===== src/design/dac_start_consts.svh =====
// constants for the converter start-up controller
// included by the controller module only
`ifndef DAC_START_CONSTS_SVH
`define DAC_START_CONSTS_SVH
`define MCLK_PERIOD_NS 4
`define SPI_HALF_NS 16
`define SPI_FRAME_BITS 5'h18
`define SPI_INSTR_BITS 5'h10
// device register addresses and values
`define DEV_CHIP_CATEGORY 15'h0003
`define DEV_PRODUCT_ID_LO 15'h0004
`define DEV_PRODUCT_ID_HI 15'h0005
`define DEV_SILICON_REV 15'h0006
`define DEV_INTERRUPT_EN 15'h0020
`define DEV_BIAS_CTRL 15'h0040
`define DEV_REFERENCE_CTRL 15'h0058
`define DEV_CLK_RECEIVER 15'h0080
`define DEV_CLK_LOOP_PWR 15'h0090
`define DEV_CLK_LOOP_CFG 15'h0091
`define DEV_CLK_LOOP_STAT 15'h0092
`define DEV_ANALOG_PARAM 15'h009E
`define DEV_CAL_ENABLE 15'h00E8
`define DEV_DECODE_MODE 15'h0152
`define DEV_BOOT_LOADER 15'h0604
`define VAL_BOOT_LOAD 8'h01
`define VAL_REFERENCE_ON 8'h03
`define VAL_LOOP_POWER 8'h1E
`define VAL_ZERO 8'h00
`define VAL_IRQ_ALL 8'h0F
`define VAL_ANALOG 8'h85
`define VAL_LOOP_CFG 8'hE9
`define VAL_CAL_ON 8'h20
`define BOOT_PASS_BIT 1
`define LOOP_LOCK_BIT 0
// step sequence indices
`define STEP_FIRST_ID 5'h01
`define STEP_BOOT_CHK 5'h05
`define STEP_IRQ 5'h0A
// software register map
`define REG_CTRL 8'h00
`define REG_STATUS 8'h04
`define REG_IDENT 8'h08
`define CTRL_START 0
`define CTRL_READ_IDS 1
`define CTRL_IRQ_EN 2
`define CTRL_MODE_LO 4
`define CTRL_MODE_HI 5
`define STAT_BUSY 0
`define STAT_DONE 1
`define STAT_BOOT_FAIL 2
`define STAT_LOCKED 3
`define STAT_STEP_LO 8
`define STAT_STEP_HI 12
`define RESP_OKAY 2'h0
`define RESP_SLVERR 2'h2
`endif


===== src/design/dac_start_pkg.sv =====
// types for the converter start-up controller
// uses none of the macros from the constants header
package dac_start_pkg;
  typedef enum logic [2:0] {
    OP_WR = 3'b000, OP_RD_ID = 3'b001, OP_RD_BOOT = 3'b010,
    OP_POLL = 3'b011, OP_END = 3'b100
  } op_kind_t;
  typedef struct packed {
    op_kind_t kind;
    logic [14:0] addr;
    logic [7:0] data;
  } step_t;
  typedef enum logic [1:0] {
    SEQ_IDLE = 2'b00, SEQ_FETCH = 2'b01, SEQ_XFER = 2'b10,
    SEQ_CHECK = 2'b11
  } seq_state_t;
  typedef struct packed {
    logic cs_n;
    logic sclk;
    logic sdio_tx;
    logic sdio_drive;
  } spi_pins_t;
  typedef struct packed {
    seq_state_t seq;
    logic [4:0] step;
    logic [3:0] div;
    logic [4:0] bit_cnt;
    logic [23:0] shift;
    logic [7:0] rx;
    logic rd;
    spi_pins_t pins;
    logic [31:0] ids;
    logic busy;
    logic done;
    logic boot_fail;
    logic locked;
    logic read_ids;
    logic irq_en;
    logic [1:0] mode;
    logic awready;
    logic wready;
    logic aw_have;
    logic w_have;
    logic [7:0] aw_addr;
    logic [31:0] w_data;
    logic [3:0] w_strb;
    logic bvalid;
    logic [1:0] bresp;
    logic arready;
    logic rvalid;
    logic [1:0] rresp;
    logic [31:0] rdata;
  } state_t;
endpackage : dac_start_pkg


===== src/design/dac_startup_sequence.sv =====
// host controller running the converter power-up register sequence
// assumes a 3-wire serial port on the device and AXI4-Lite software
// Notes on behaviour
// - optionally read chip category, product id bytes, revision
// - read boot loader bit 1; one means calibration load succeeded
// - after boot check write 0x03 to the reference control
// - then write 0x1E to power the clock delay-locked loop
// - then write zero to enable the clock receiver
// - then write zero to enable the bias circuits
// - optionally write 0x0F to the interrupt enable register
// - write 0x85 to analog parameters, then 0xE9 to loop config
// - after lock write 0x20 to calibration enable
// - decode mode field bits 1:0: 00 nrz, 01 mixing, 10 rz
// - rerun whole sequence after every power-down or reset; a reset here leaves it idle until software writes start again
// - first write 0x01 to boot loader to load calibration
`timescale 1ns/1ps
`include "dac_start_consts.svh"
module dac_startup_sequence (
  input wire logic mclk,
  input wire logic rst_b,
  input wire logic [7:0] awaddr,
  input wire logic awvalid,
  output logic awready,
  input wire logic [31:0] wdata,
  input wire logic [3:0] wstrb,
  input wire logic wvalid,
  output logic wready,
  output logic [1:0] bresp,
  output logic bvalid,
  input wire logic bready,
  input wire logic [7:0] araddr,
  input wire logic arvalid,
  output logic arready,
  output logic [31:0] rdata,
  output logic [1:0] rresp,
  output logic rvalid,
  input wire logic rready,
  output dac_start_pkg::spi_pins_t spi_pins,
  input wire logic sdio_rx
);
  localparam logic [3:0] SPI_HALF_CYC =
    4'(`SPI_HALF_NS / `MCLK_PERIOD_NS);

  dac_start_pkg::state_t s_r;
  dac_start_pkg::state_t s_nxt;

  // the fixed sequence; a read carries no data byte
  function automatic dac_start_pkg::step_t step_of(
    input logic [4:0] idx, input logic [1:0] mode);
    dac_start_pkg::step_t st;
    st = '{dac_start_pkg::OP_END, 15'h0000, `VAL_ZERO};
    unique case (idx)
      5'h00: st = '{dac_start_pkg::OP_WR, `DEV_BOOT_LOADER,
                    `VAL_BOOT_LOAD};
      5'h01: st = '{dac_start_pkg::OP_RD_ID, `DEV_CHIP_CATEGORY,
                    `VAL_ZERO};
      5'h02: st = '{dac_start_pkg::OP_RD_ID, `DEV_PRODUCT_ID_LO,
                    `VAL_ZERO};
      5'h03: st = '{dac_start_pkg::OP_RD_ID, `DEV_PRODUCT_ID_HI,
                    `VAL_ZERO};
      5'h04: st = '{dac_start_pkg::OP_RD_ID, `DEV_SILICON_REV,
                    `VAL_ZERO};
      5'h05: st = '{dac_start_pkg::OP_RD_BOOT, `DEV_BOOT_LOADER,
                    `VAL_ZERO};
      5'h06: st = '{dac_start_pkg::OP_WR, `DEV_REFERENCE_CTRL,
                    `VAL_REFERENCE_ON};
      5'h07: st = '{dac_start_pkg::OP_WR, `DEV_CLK_LOOP_PWR,
                    `VAL_LOOP_POWER};
      5'h08: st = '{dac_start_pkg::OP_WR, `DEV_CLK_RECEIVER,
                    `VAL_ZERO};
      5'h09: st = '{dac_start_pkg::OP_WR, `DEV_BIAS_CTRL,
                    `VAL_ZERO};
      5'h0A: st = '{dac_start_pkg::OP_WR, `DEV_INTERRUPT_EN,
                    `VAL_IRQ_ALL};
      5'h0B: st = '{dac_start_pkg::OP_WR, `DEV_ANALOG_PARAM,
                    `VAL_ANALOG};
      5'h0C: st = '{dac_start_pkg::OP_WR, `DEV_CLK_LOOP_CFG,
                    `VAL_LOOP_CFG};
      5'h0D: st = '{dac_start_pkg::OP_POLL, `DEV_CLK_LOOP_STAT,
                    `VAL_ZERO};
      5'h0E: st = '{dac_start_pkg::OP_WR, `DEV_CAL_ENABLE,
                    `VAL_CAL_ON};
      5'h0F: st = '{dac_start_pkg::OP_WR, `DEV_DECODE_MODE,
                    {6'h00, mode}};
      default: st = '{dac_start_pkg::OP_END, 15'h0000, `VAL_ZERO};
    endcase
    return st;
  endfunction : step_of

  // optional steps are skipped rather than sent with neutral values
  function automatic logic [4:0] next_step(
    input logic [4:0] idx, input logic read_ids, input logic irq_en);
    logic [4:0] n;
    n = idx + 5'h01;
    if (!read_ids && n == `STEP_FIRST_ID)
      n = `STEP_BOOT_CHK;
    if (!irq_en && n == `STEP_IRQ)
      n = n + 5'h01;
    return n;
  endfunction : next_step

  function automatic logic mapped(input logic [7:0] a);
    return a == `REG_CTRL || a == `REG_STATUS || a == `REG_IDENT;
  endfunction : mapped

  function automatic logic [1:0] mode_of(input logic [31:0] d);
    return d[`CTRL_MODE_HI:`CTRL_MODE_LO];
  endfunction : mode_of

  function automatic logic [31:0] ctrl_word(
    input dac_start_pkg::state_t s);
    logic [31:0] w;
    w = 32'h0000_0000;
    w[`CTRL_READ_IDS] = s.read_ids;
    w[`CTRL_IRQ_EN] = s.irq_en;
    w[`CTRL_MODE_HI:`CTRL_MODE_LO] = s.mode;
    return w;
  endfunction : ctrl_word

  // step index stays visible so software sees where a stopped run ended
  function automatic logic [31:0] status_word(
    input dac_start_pkg::state_t s);
    logic [31:0] w;
    w = 32'h0000_0000;
    w[`STAT_BUSY] = s.busy;
    w[`STAT_DONE] = s.done;
    w[`STAT_BOOT_FAIL] = s.boot_fail;
    w[`STAT_LOCKED] = s.locked;
    w[`STAT_STEP_HI:`STAT_STEP_LO] = s.step;
    return w;
  endfunction : status_word

  always_comb begin
    dac_start_pkg::step_t st;
    logic [7:0] wa;
    logic [31:0] wd;
    logic [3:0] ws;
    logic [1:0] id_sel;
    st = step_of(s_r.step, s_r.mode);
    wa = s_r.aw_addr;
    wd = s_r.w_data;
    ws = s_r.w_strb;
    id_sel = 2'(s_r.step - `STEP_FIRST_ID);
    s_nxt = s_r;

    // serial port sequencer
    unique case (s_r.seq)
      dac_start_pkg::SEQ_IDLE: begin
        s_nxt.div = 4'h0;
      end
      dac_start_pkg::SEQ_FETCH: begin
        if (st.kind == dac_start_pkg::OP_END) begin
          s_nxt.busy = 1'b0;
          s_nxt.done = 1'b1;
          s_nxt.seq = dac_start_pkg::SEQ_IDLE;
        end else begin
          s_nxt.rd = st.kind != dac_start_pkg::OP_WR;
          s_nxt.shift = {s_nxt.rd, st.addr,
                         s_nxt.rd ? `VAL_ZERO : st.data};
          s_nxt.pins.cs_n = 1'b0;
          s_nxt.pins.sclk = 1'b0;
          s_nxt.pins.sdio_tx = s_nxt.rd;
          s_nxt.pins.sdio_drive = 1'b1;
          s_nxt.bit_cnt = 5'h00;
          s_nxt.div = 4'h0;
          s_nxt.seq = dac_start_pkg::SEQ_XFER;
        end
      end
      dac_start_pkg::SEQ_XFER: begin
        s_nxt.div = s_r.div + 4'h1;
        if (s_r.div == SPI_HALF_CYC - 4'h1) begin
          s_nxt.div = 4'h0;
          if (!s_r.pins.sclk) begin
            // device drives read data on the falling edge
            s_nxt.pins.sclk = 1'b1;
            if (s_r.rd && s_r.bit_cnt >= `SPI_INSTR_BITS)
              s_nxt.rx = {s_r.rx[6:0], sdio_rx};
          end else begin
            s_nxt.pins.sclk = 1'b0;
            if (s_r.bit_cnt == `SPI_FRAME_BITS - 5'h01) begin
              s_nxt.pins.cs_n = 1'b1;
              s_nxt.pins.sdio_drive = 1'b0;
              s_nxt.seq = dac_start_pkg::SEQ_CHECK;
            end else begin
              s_nxt.bit_cnt = s_r.bit_cnt + 5'h01;
              s_nxt.shift = {s_r.shift[22:0], 1'b0};
              s_nxt.pins.sdio_tx = s_r.shift[22];
              // release the shared data line for the read byte
              s_nxt.pins.sdio_drive =
                !(s_r.rd && s_nxt.bit_cnt >= `SPI_INSTR_BITS);
            end
          end
        end
      end
      dac_start_pkg::SEQ_CHECK: begin
        // one half period plus the fetch clock of chip select high between frames (5 mclk)
        s_nxt.div = s_r.div + 4'h1;
        if (s_r.div == SPI_HALF_CYC - 4'h1) begin
          s_nxt.div = 4'h0;
          s_nxt.step = next_step(s_r.step, s_r.read_ids, s_r.irq_en);
          s_nxt.seq = dac_start_pkg::SEQ_FETCH;
          unique case (st.kind)
            dac_start_pkg::OP_RD_ID:
              s_nxt.ids[{id_sel, 3'b000} +: 8] = s_r.rx;
            dac_start_pkg::OP_RD_BOOT:
              if (!s_r.rx[`BOOT_PASS_BIT]) begin
                s_nxt.boot_fail = 1'b1;
                s_nxt.busy = 1'b0;
                s_nxt.seq = dac_start_pkg::SEQ_IDLE;
              end
            dac_start_pkg::OP_POLL:
              if (s_r.rx[`LOOP_LOCK_BIT])
                s_nxt.locked = 1'b1;
              else
                s_nxt.step = s_r.step;
            default: s_nxt.rd = s_r.rd;
          endcase
        end
      end
    endcase

    // AXI4-Lite write channel; address and data in either order
    if (awvalid && s_r.awready) begin
      s_nxt.aw_have = 1'b1;
      s_nxt.aw_addr = awaddr;
      wa = awaddr;
    end
    if (wvalid && s_r.wready) begin
      s_nxt.w_have = 1'b1;
      s_nxt.w_data = wdata;
      s_nxt.w_strb = wstrb;
      wd = wdata;
      ws = wstrb;
    end
    if (s_r.bvalid && bready)
      s_nxt.bvalid = 1'b0;
    if (s_nxt.aw_have && s_nxt.w_have && !s_r.bvalid) begin
      s_nxt.aw_have = 1'b0;
      s_nxt.w_have = 1'b0;
      s_nxt.bvalid = 1'b1;
      s_nxt.bresp = mapped(wa) ? `RESP_OKAY : `RESP_SLVERR;
      if (wa == `REG_CTRL && ws[0]) begin
        s_nxt.read_ids = wd[`CTRL_READ_IDS];
        s_nxt.irq_en = wd[`CTRL_IRQ_EN];
        s_nxt.mode = mode_of(wd);
        // a start while busy is ignored; each start reruns from step 0
        if (wd[`CTRL_START] && !s_r.busy) begin
          s_nxt.mode = mode_of(wd);
          s_nxt.step = 5'h00;
          s_nxt.seq = dac_start_pkg::SEQ_FETCH;
          s_nxt.busy = 1'b1;
          s_nxt.done = 1'b0;
          s_nxt.boot_fail = 1'b0;
          s_nxt.locked = 1'b0;
        end
        if (s_r.busy)
          s_nxt.mode = s_r.mode;
      end
    end
    s_nxt.awready = !s_nxt.aw_have && !s_nxt.bvalid;
    s_nxt.wready = !s_nxt.w_have && !s_nxt.bvalid;

    // AXI4-Lite read channel
    if (s_r.rvalid && rready) begin
      s_nxt.rvalid = 1'b0;
      s_nxt.arready = 1'b1;
    end
    if (arvalid && s_r.arready) begin
      s_nxt.arready = 1'b0;
      s_nxt.rvalid = 1'b1;
      s_nxt.rresp = mapped(araddr) ? `RESP_OKAY : `RESP_SLVERR;
      s_nxt.rdata = 32'h0000_0000;
      if (araddr == `REG_CTRL)
        s_nxt.rdata = ctrl_word(s_r);
      else if (araddr == `REG_STATUS)
        s_nxt.rdata = status_word(s_r);
      else if (araddr == `REG_IDENT)
        s_nxt.rdata = s_r.ids;
    end
  end

  always_ff @(posedge mclk or negedge rst_b) begin
    if (!rst_b) begin
      s_r <= '0;
      s_r.pins.cs_n <= 1'b1;
      s_r.awready <= 1'b1;
      s_r.wready <= 1'b1;
      s_r.arready <= 1'b1;
    end else begin
      s_r <= s_nxt;
    end
  end

  assign awready = s_r.awready;
  assign wready = s_r.wready;
  assign bvalid = s_r.bvalid;
  assign bresp = s_r.bresp;
  assign arready = s_r.arready;
  assign rvalid = s_r.rvalid;
  assign rresp = s_r.rresp;
  assign rdata = s_r.rdata;
  assign spi_pins = s_r.pins;
endmodule : dac_startup_sequence


===== config.mk =====
export PLATFORM = sky130hd
export DESIGN_NAME = dac_startup_sequence
export DESIGN_NICKNAME = d
export VERILOG_FILES = /design/src/design/dac_start_pkg.sv /design/src/design/dac_startup_sequence.sv
export VERILOG_INCLUDE_DIRS = /design/src /design/src/design
export SDC_FILE = /design/constraint.sdc
export NUM_CORES = 1
export LEC_CHECK = 0
export CELL_PAD_IN_SITES_DETAIL_PLACEMENT = 0
export CELL_PAD_IN_SITES_GLOBAL_PLACEMENT = 1
export CORE_MARGIN = 3
export CORE_UTILIZATION = 30
export CTS_BUF_LIST = sky130_fd_sc_hd__clkbuf_16
export DETAILED_ROUTE_END_ITERATION = 12
export DONT_BUFFER_PORTS = 1
export GPL_TIMING_DRIVEN = 0
export PLACE_DENSITY = 0.51
export SYNTH_ARGS = -nofsm -noshare
export SYNTH_HDL_FRONTEND = slang
export SYNTH_SLANG_ARGS = --single-unit

===== constraint.sdc =====
create_clock -name mclk -period 3.65 [get_ports mclk]
set_input_delay 0 -clock mclk [delete_from_list [all_inputs] [get_ports mclk]]
set_output_delay 0 -clock mclk [all_outputs]
set_load 0.02 [all_outputs]

* Word level (Yosys, flattened, before mapping) *
Cells that the tools add are included.

word-level totals
  register bits after elaboration = 150
  bits of input ports = 60
  logic and storage cells = 192

operators by class
  add/subtract/negate cells = 6
  $lt $le $gt $ge = 2
  eq/ne operators = 35
  shift operators = 2
  mux-type cells = 69
  bitwise operators = 3
  reduce and logical (&&, ||, !) cells = 43

operators with widths
  cell                                                                    number
  26-bit one-hot mux with 16 select lines                                 1
  32-bit 2-to-1 mux                                                       3
  29-bit 2-to-1 mux                                                       2
  29-bit one-hot mux with 2 select lines                                  1
  8-bit 2-to-1 mux                                                        6
  5-bit by 4-bit equality test with 1-bit output, second input constant   9
  41-bit 2-to-1 mux                                                       1
  36-bit 2-to-1 mux                                                       1
  5-bit 2-to-1 mux                                                        7
  33-bit 2-to-1 mux                                                       1
  32-bit bitwise mux                                                      1
  8-bit by 7-bit variable shift with 32-bit output, first input constant  1
  8-bit by 7-bit indexed part select with 32-bit output                   1
  2-bit 2-to-1 mux                                                        14
  7-bit 2-to-1 mux                                                        3
  5-bit by 3-bit equality test with 1-bit output, second input constant   4
  1-bit 2-to-1 mux                                                        18
  8-bit by 3-bit equality test with 1-bit output, second input constant   2
  8-bit by 4-bit equality test with 1-bit output, second input constant   2
  8-bit logical NOT                                                       2
  4-bit one-hot mux with 4 select lines                                   1
  5-bit by 1-bit adder with 5-bit output, second input constant           3
  1-bit logical AND                                                       15
  4-bit 2-to-1 mux                                                        3
  31 further kinds                                                        58

* Depth between registers and ports, before layout *
  word-level depth = 16
  gate-level depth with buffers = 11
  gate-level depth less buffers = 7

* Worst setup path before layout *
OpenSTA, ideal clock, no wires.

  kind = register to register
  from = register s_r[173] (netlist bit)
  to = register s_r[146] (netlist bit)
  library setup time = 0.125 ns
  data arrival time = 2.403 ns
  required time = 3.525 ns
  slack = 1.122 ns
  stages on the path, launching flop included = 11
  clock period less this slack = 2.528 ns
  path through = dfrtp_1 ha_1 clkbuf_1 and3_1 ha_1 a41oi_2 a41o_1 buf_6 nand2_8 buf_12 mux2_4

on the way
  longest elaborated chain between the ends = 6
  elaborated cells on any way between the ends = 24
  classes of those cells = 17 x eq/ne; 4 x mux; 3 x reduce/logical

ends and longest elaborated chain
  element                                                                 line                         RTL
  from (decl)                                                             dac_startup_sequence.sv:44   dac_start_pkg::state_t s_r;
  from (signal assigned)                                                  dac_startup_sequence.sv:290  s_r <= s_nxt;
  5-bit by 4-bit equality test with 1-bit output (tied with other cells)  dac_startup_sequence.sv:52   unique case (idx)
  26-bit one-hot mux with 16 select lines *                               dac_startup_sequence.sv:52
  3-bit nonzero test                                                      dac_startup_sequence.sv:157  s_nxt.rd = st.kind != dac_start_pkg::OP_WR;
  8-bit 2-to-1 mux                                                        dac_startup_sequence.sv:159  s_nxt.rd ? `VAL_ZERO : st.data};
  33-bit 2-to-1 mux                                                       dac_startup_sequence.sv:152  if (st.kind == dac_start_pkg::OP_END) begin
  29-bit one-hot mux with 2 select lines                                  dac_startup_sequence.sv:147  unique case (s_r.seq)

Every way passes the cells marked *; elsewhere a longest branch is shown, timed or not. The select of a mux whose other input is x is not followed.
A chain may end at the register's enable or synchronous reset.

* Worst setup path after layout *
Same ends and word-level chain as after synthesis.

==> flow_summary.ini <==
[logic_synthesis]
synth_enable_flop_cells = 0
synth-compound-area-share_pct = 15.5
synth-xor-area-share_pct = 0.963
synth_warnings = 0
synth_fa_ha_area_share_pct = 1.89
synth_seq_cells = 147
synth_top_family_by_area = compound AO/OA/AOI/OAI gates
synth-async-reset-ratio_pct = 100
yosys.area_share.simple_pct = 14.4
ys.flop_type = dfrtp_1
synth_cells = 672
ys_seq_area_share_pct = 50.6
avgSynthCellArea_um2 = 10.8
synth_mux_area_share_pct = 8.80
ys_types = 71
synth_area_um2 = 7280

[floorplan]
fp.dieArea_um2 = 26200
rows = 56
fp.dieW_um = 162
initial_core_util_pct = 30.7
core_um2 = 23700
fp.dieH_um = 162
ioPinCount = 105

[pwr]
cellPowerDensity_nw_per_um2 = 465
internal-power_uw = 2920
switchingPower_uw = 1060
leakage_uw = 0.00371
p_sw_share_pct = 26.7
share_comb_of_total_power_pct = 9.7
pwr-share-clk_pct = 43.4
pwr-share-seq_pct = 46.9
worst_ir_drop_vdd_mv = 0.248

[cells_and_area]
regArea_um2 = 3680
diodes = 0
layout-drive-gt1-share_pct = 19.9
layout_common_cells = 143 x dfrtp_1, 83 x nand2_1, 41 x buf_4, 32 x mux2_2, 29 x a22o_1
fillers = 2413
design_area_um2 = 8550
multi_input_area_um2 = 3030
postLayoutCoreUtil_pct = 36.1
final_common_cell = dfrtp_1
area_growth_syn_to_layout_pct = 17.5
fin_nets = 791

[sta]
finalWorstSetupSlack_ns = 0.543
setup_violations = 0
rsz0062_at_grt = false
min_period_ns = 3.11
tns_ns = 0
relSlewSlack_pct = 33.0
tightest_slew_ns = 0.997
fin_crit_sh_pct = 85.1
skew_ns = 0.0126
final_max_slew_viol_count = 0
fmax_ghz = 0.322
hold_violations = 0

[setup_path]
path_class = register to register
critPathLaunchType = register
worstPathArrival_ns = 3.41
cp_max_fo = 12
worstPathRequired_ns = 3.96
worstSetupEndpointType = register

[flow_run]
cap_violations = 0

[global_route]
grt_pass1_vias = 5404
track_usage_pct = 14.5
grt_first_pass_wirelength_mm = 30.3
antenna_found_initial = 0
grt_start_max_net_pins = 148
grt_overflow_total = 0

[drt]
wl_per_cell_um = 17.3
drt_iter0_markers = 240
finalWirelength_mm = 18.2
drcViolationCount = 0
vias = 5203
drt_pass1_iterations = 4
routed_via_density = 4.95
antenna_left = 0

[cts]
path_clk_slew_ns = 0.07
clkLatencyLatePin_ns = 0.43
cts_tree = built
cts_buffers = 17
cts.sinks = 147
cts_buffer_depth = 2
postCtsResizedCells = 0
htree_levels = 4
cts-root-buf = clkbuf_16

[placed_design]
post-dp-hpwl_mm = 12.8
place.gp.congestion = 0.818
portBuffers = 0
pre_cts_slack_ns = 0.536
dpl-instance-area_um2 = 7680

[worst_hold_path]
hold_path.class = primary input to register

[run_status]
status = finished, final reports clean
==> layout make-up <==
| type | instances | area share (%) |
|---|---|---|
| flip-flops and latches | 147 | 43.1 |
| well taps | 319 | 4.67 |
| inverters | 21 | 0.922 |
| plain buffers | 73 | 5.68 |
| clock inverters | 15 | 1.73 |
| repair buffers | 28 | 3.48 |
| multi-input cells | 432 | 35.5 |
| clock buffers | 17 | 4.98 |
==> cells in the mapped netlist, types with 7 or more instances <==
cell type  number  share of area [%]
buf_4          41                4.2
o31ai_1        28                2.9
nor2_1         24                1.2
inv_1          20                1.0
nand2b_1       18                1.5
buf_2           9               0.62
dfrtp_1       143                 49
xnor2_1         7               0.84
nor3_1          8               0.55
nand4_1         7               0.60
a22oi_1         9               0.93
ha_1           11                1.9
a22o_1         29                3.5
mux2i_1        13                1.8
nand2_1        83                4.3
o21ai_0        28                1.9
nand3_1        10               0.69
mux2_2         32                5.0
mux2_4         10                2.1
clkbuf_1       15               0.77
a21oi_1        22                1.5
==> sequential cells by signal (all words and copies together), names as in the netlist <==
name,flops
s_r,104
rdata,32
spi_pins,4
arready,1
awready,1
bresp,1
bvalid,1
rresp,1
rvalid,1
wready,1
==> repair_timing <==
item                                    in CTS  in global routing
endpoints found under the setup margin       0                  0
hold buffers                                28                  0
hold endpoints to repair                   183                  0
buffers inserted                             0                  0
==> per-layer routing <==
layer	global-route usage (%)	wire, µm
met2	23.8	8690
met1	19.7	8690
met5	0	0
met3	2.47	490
met4	4.81	301
==> cell families after synthesis <==
kind of cell,after synthesis
buf+inv,94
mux,55
flops,147
xor+xnor,8
fa+ha+maj,11
compound gates,157
simple gates,199
other cells,1
==> power groups by stage <==
stage | sequential [µW] | combinational, µW | clock (µW)
CTS | 1870 | 393 | 1780
finish | 1870 | 384 | 1730
global placement | 1890 | 307 | 0
global route | 1880 | 433 | 1850
detailed placement | 1900 | 313 | 0
floorplan | 1870 | 266 | 0
==> stage by stage <==
step	hold WS [ns]	cells	total power [µW]
3_5_place_dp	-0.290	992	2210
2_1_floorplan	-0.296	673	2140
3_3_place_gp	-0.290	992	2200
4_1_cts	0.00521	1052	4040
5_1_grt	0.0395	1052	4170
6_report	0.0116	1052	3980
==> final timing paths <==
check,slack [ns],start,cells past startpoint,to
worst max register to register,0.54,s_r[173],8,s_r[146]
worst max-delay path,0.54,s_r[173],8,s_r[146]
worst min-delay path,0.01,wvalid,2,s_r[47]
max in group asynchronous,2.79,rst_b,2,s_r[140]
min in group asynchronous,0.16,rst_b,2,rdata[5]
worst min register to register,0.48,s_r[113],2,s_r[113]
==> worst max-delay path: stages (launching register included) <==
cell and delay (ns):
dfrtp_1 0.52, inv_1 0.24, ha_1 0.18, buf_2 0.23, nor2b_1 0.15, o31ai_1 0.87, nor4_1 0.22, a32o_1 0.33
mux2_4 0.25
No activity file was read; power rests on OpenSTA's default activity.
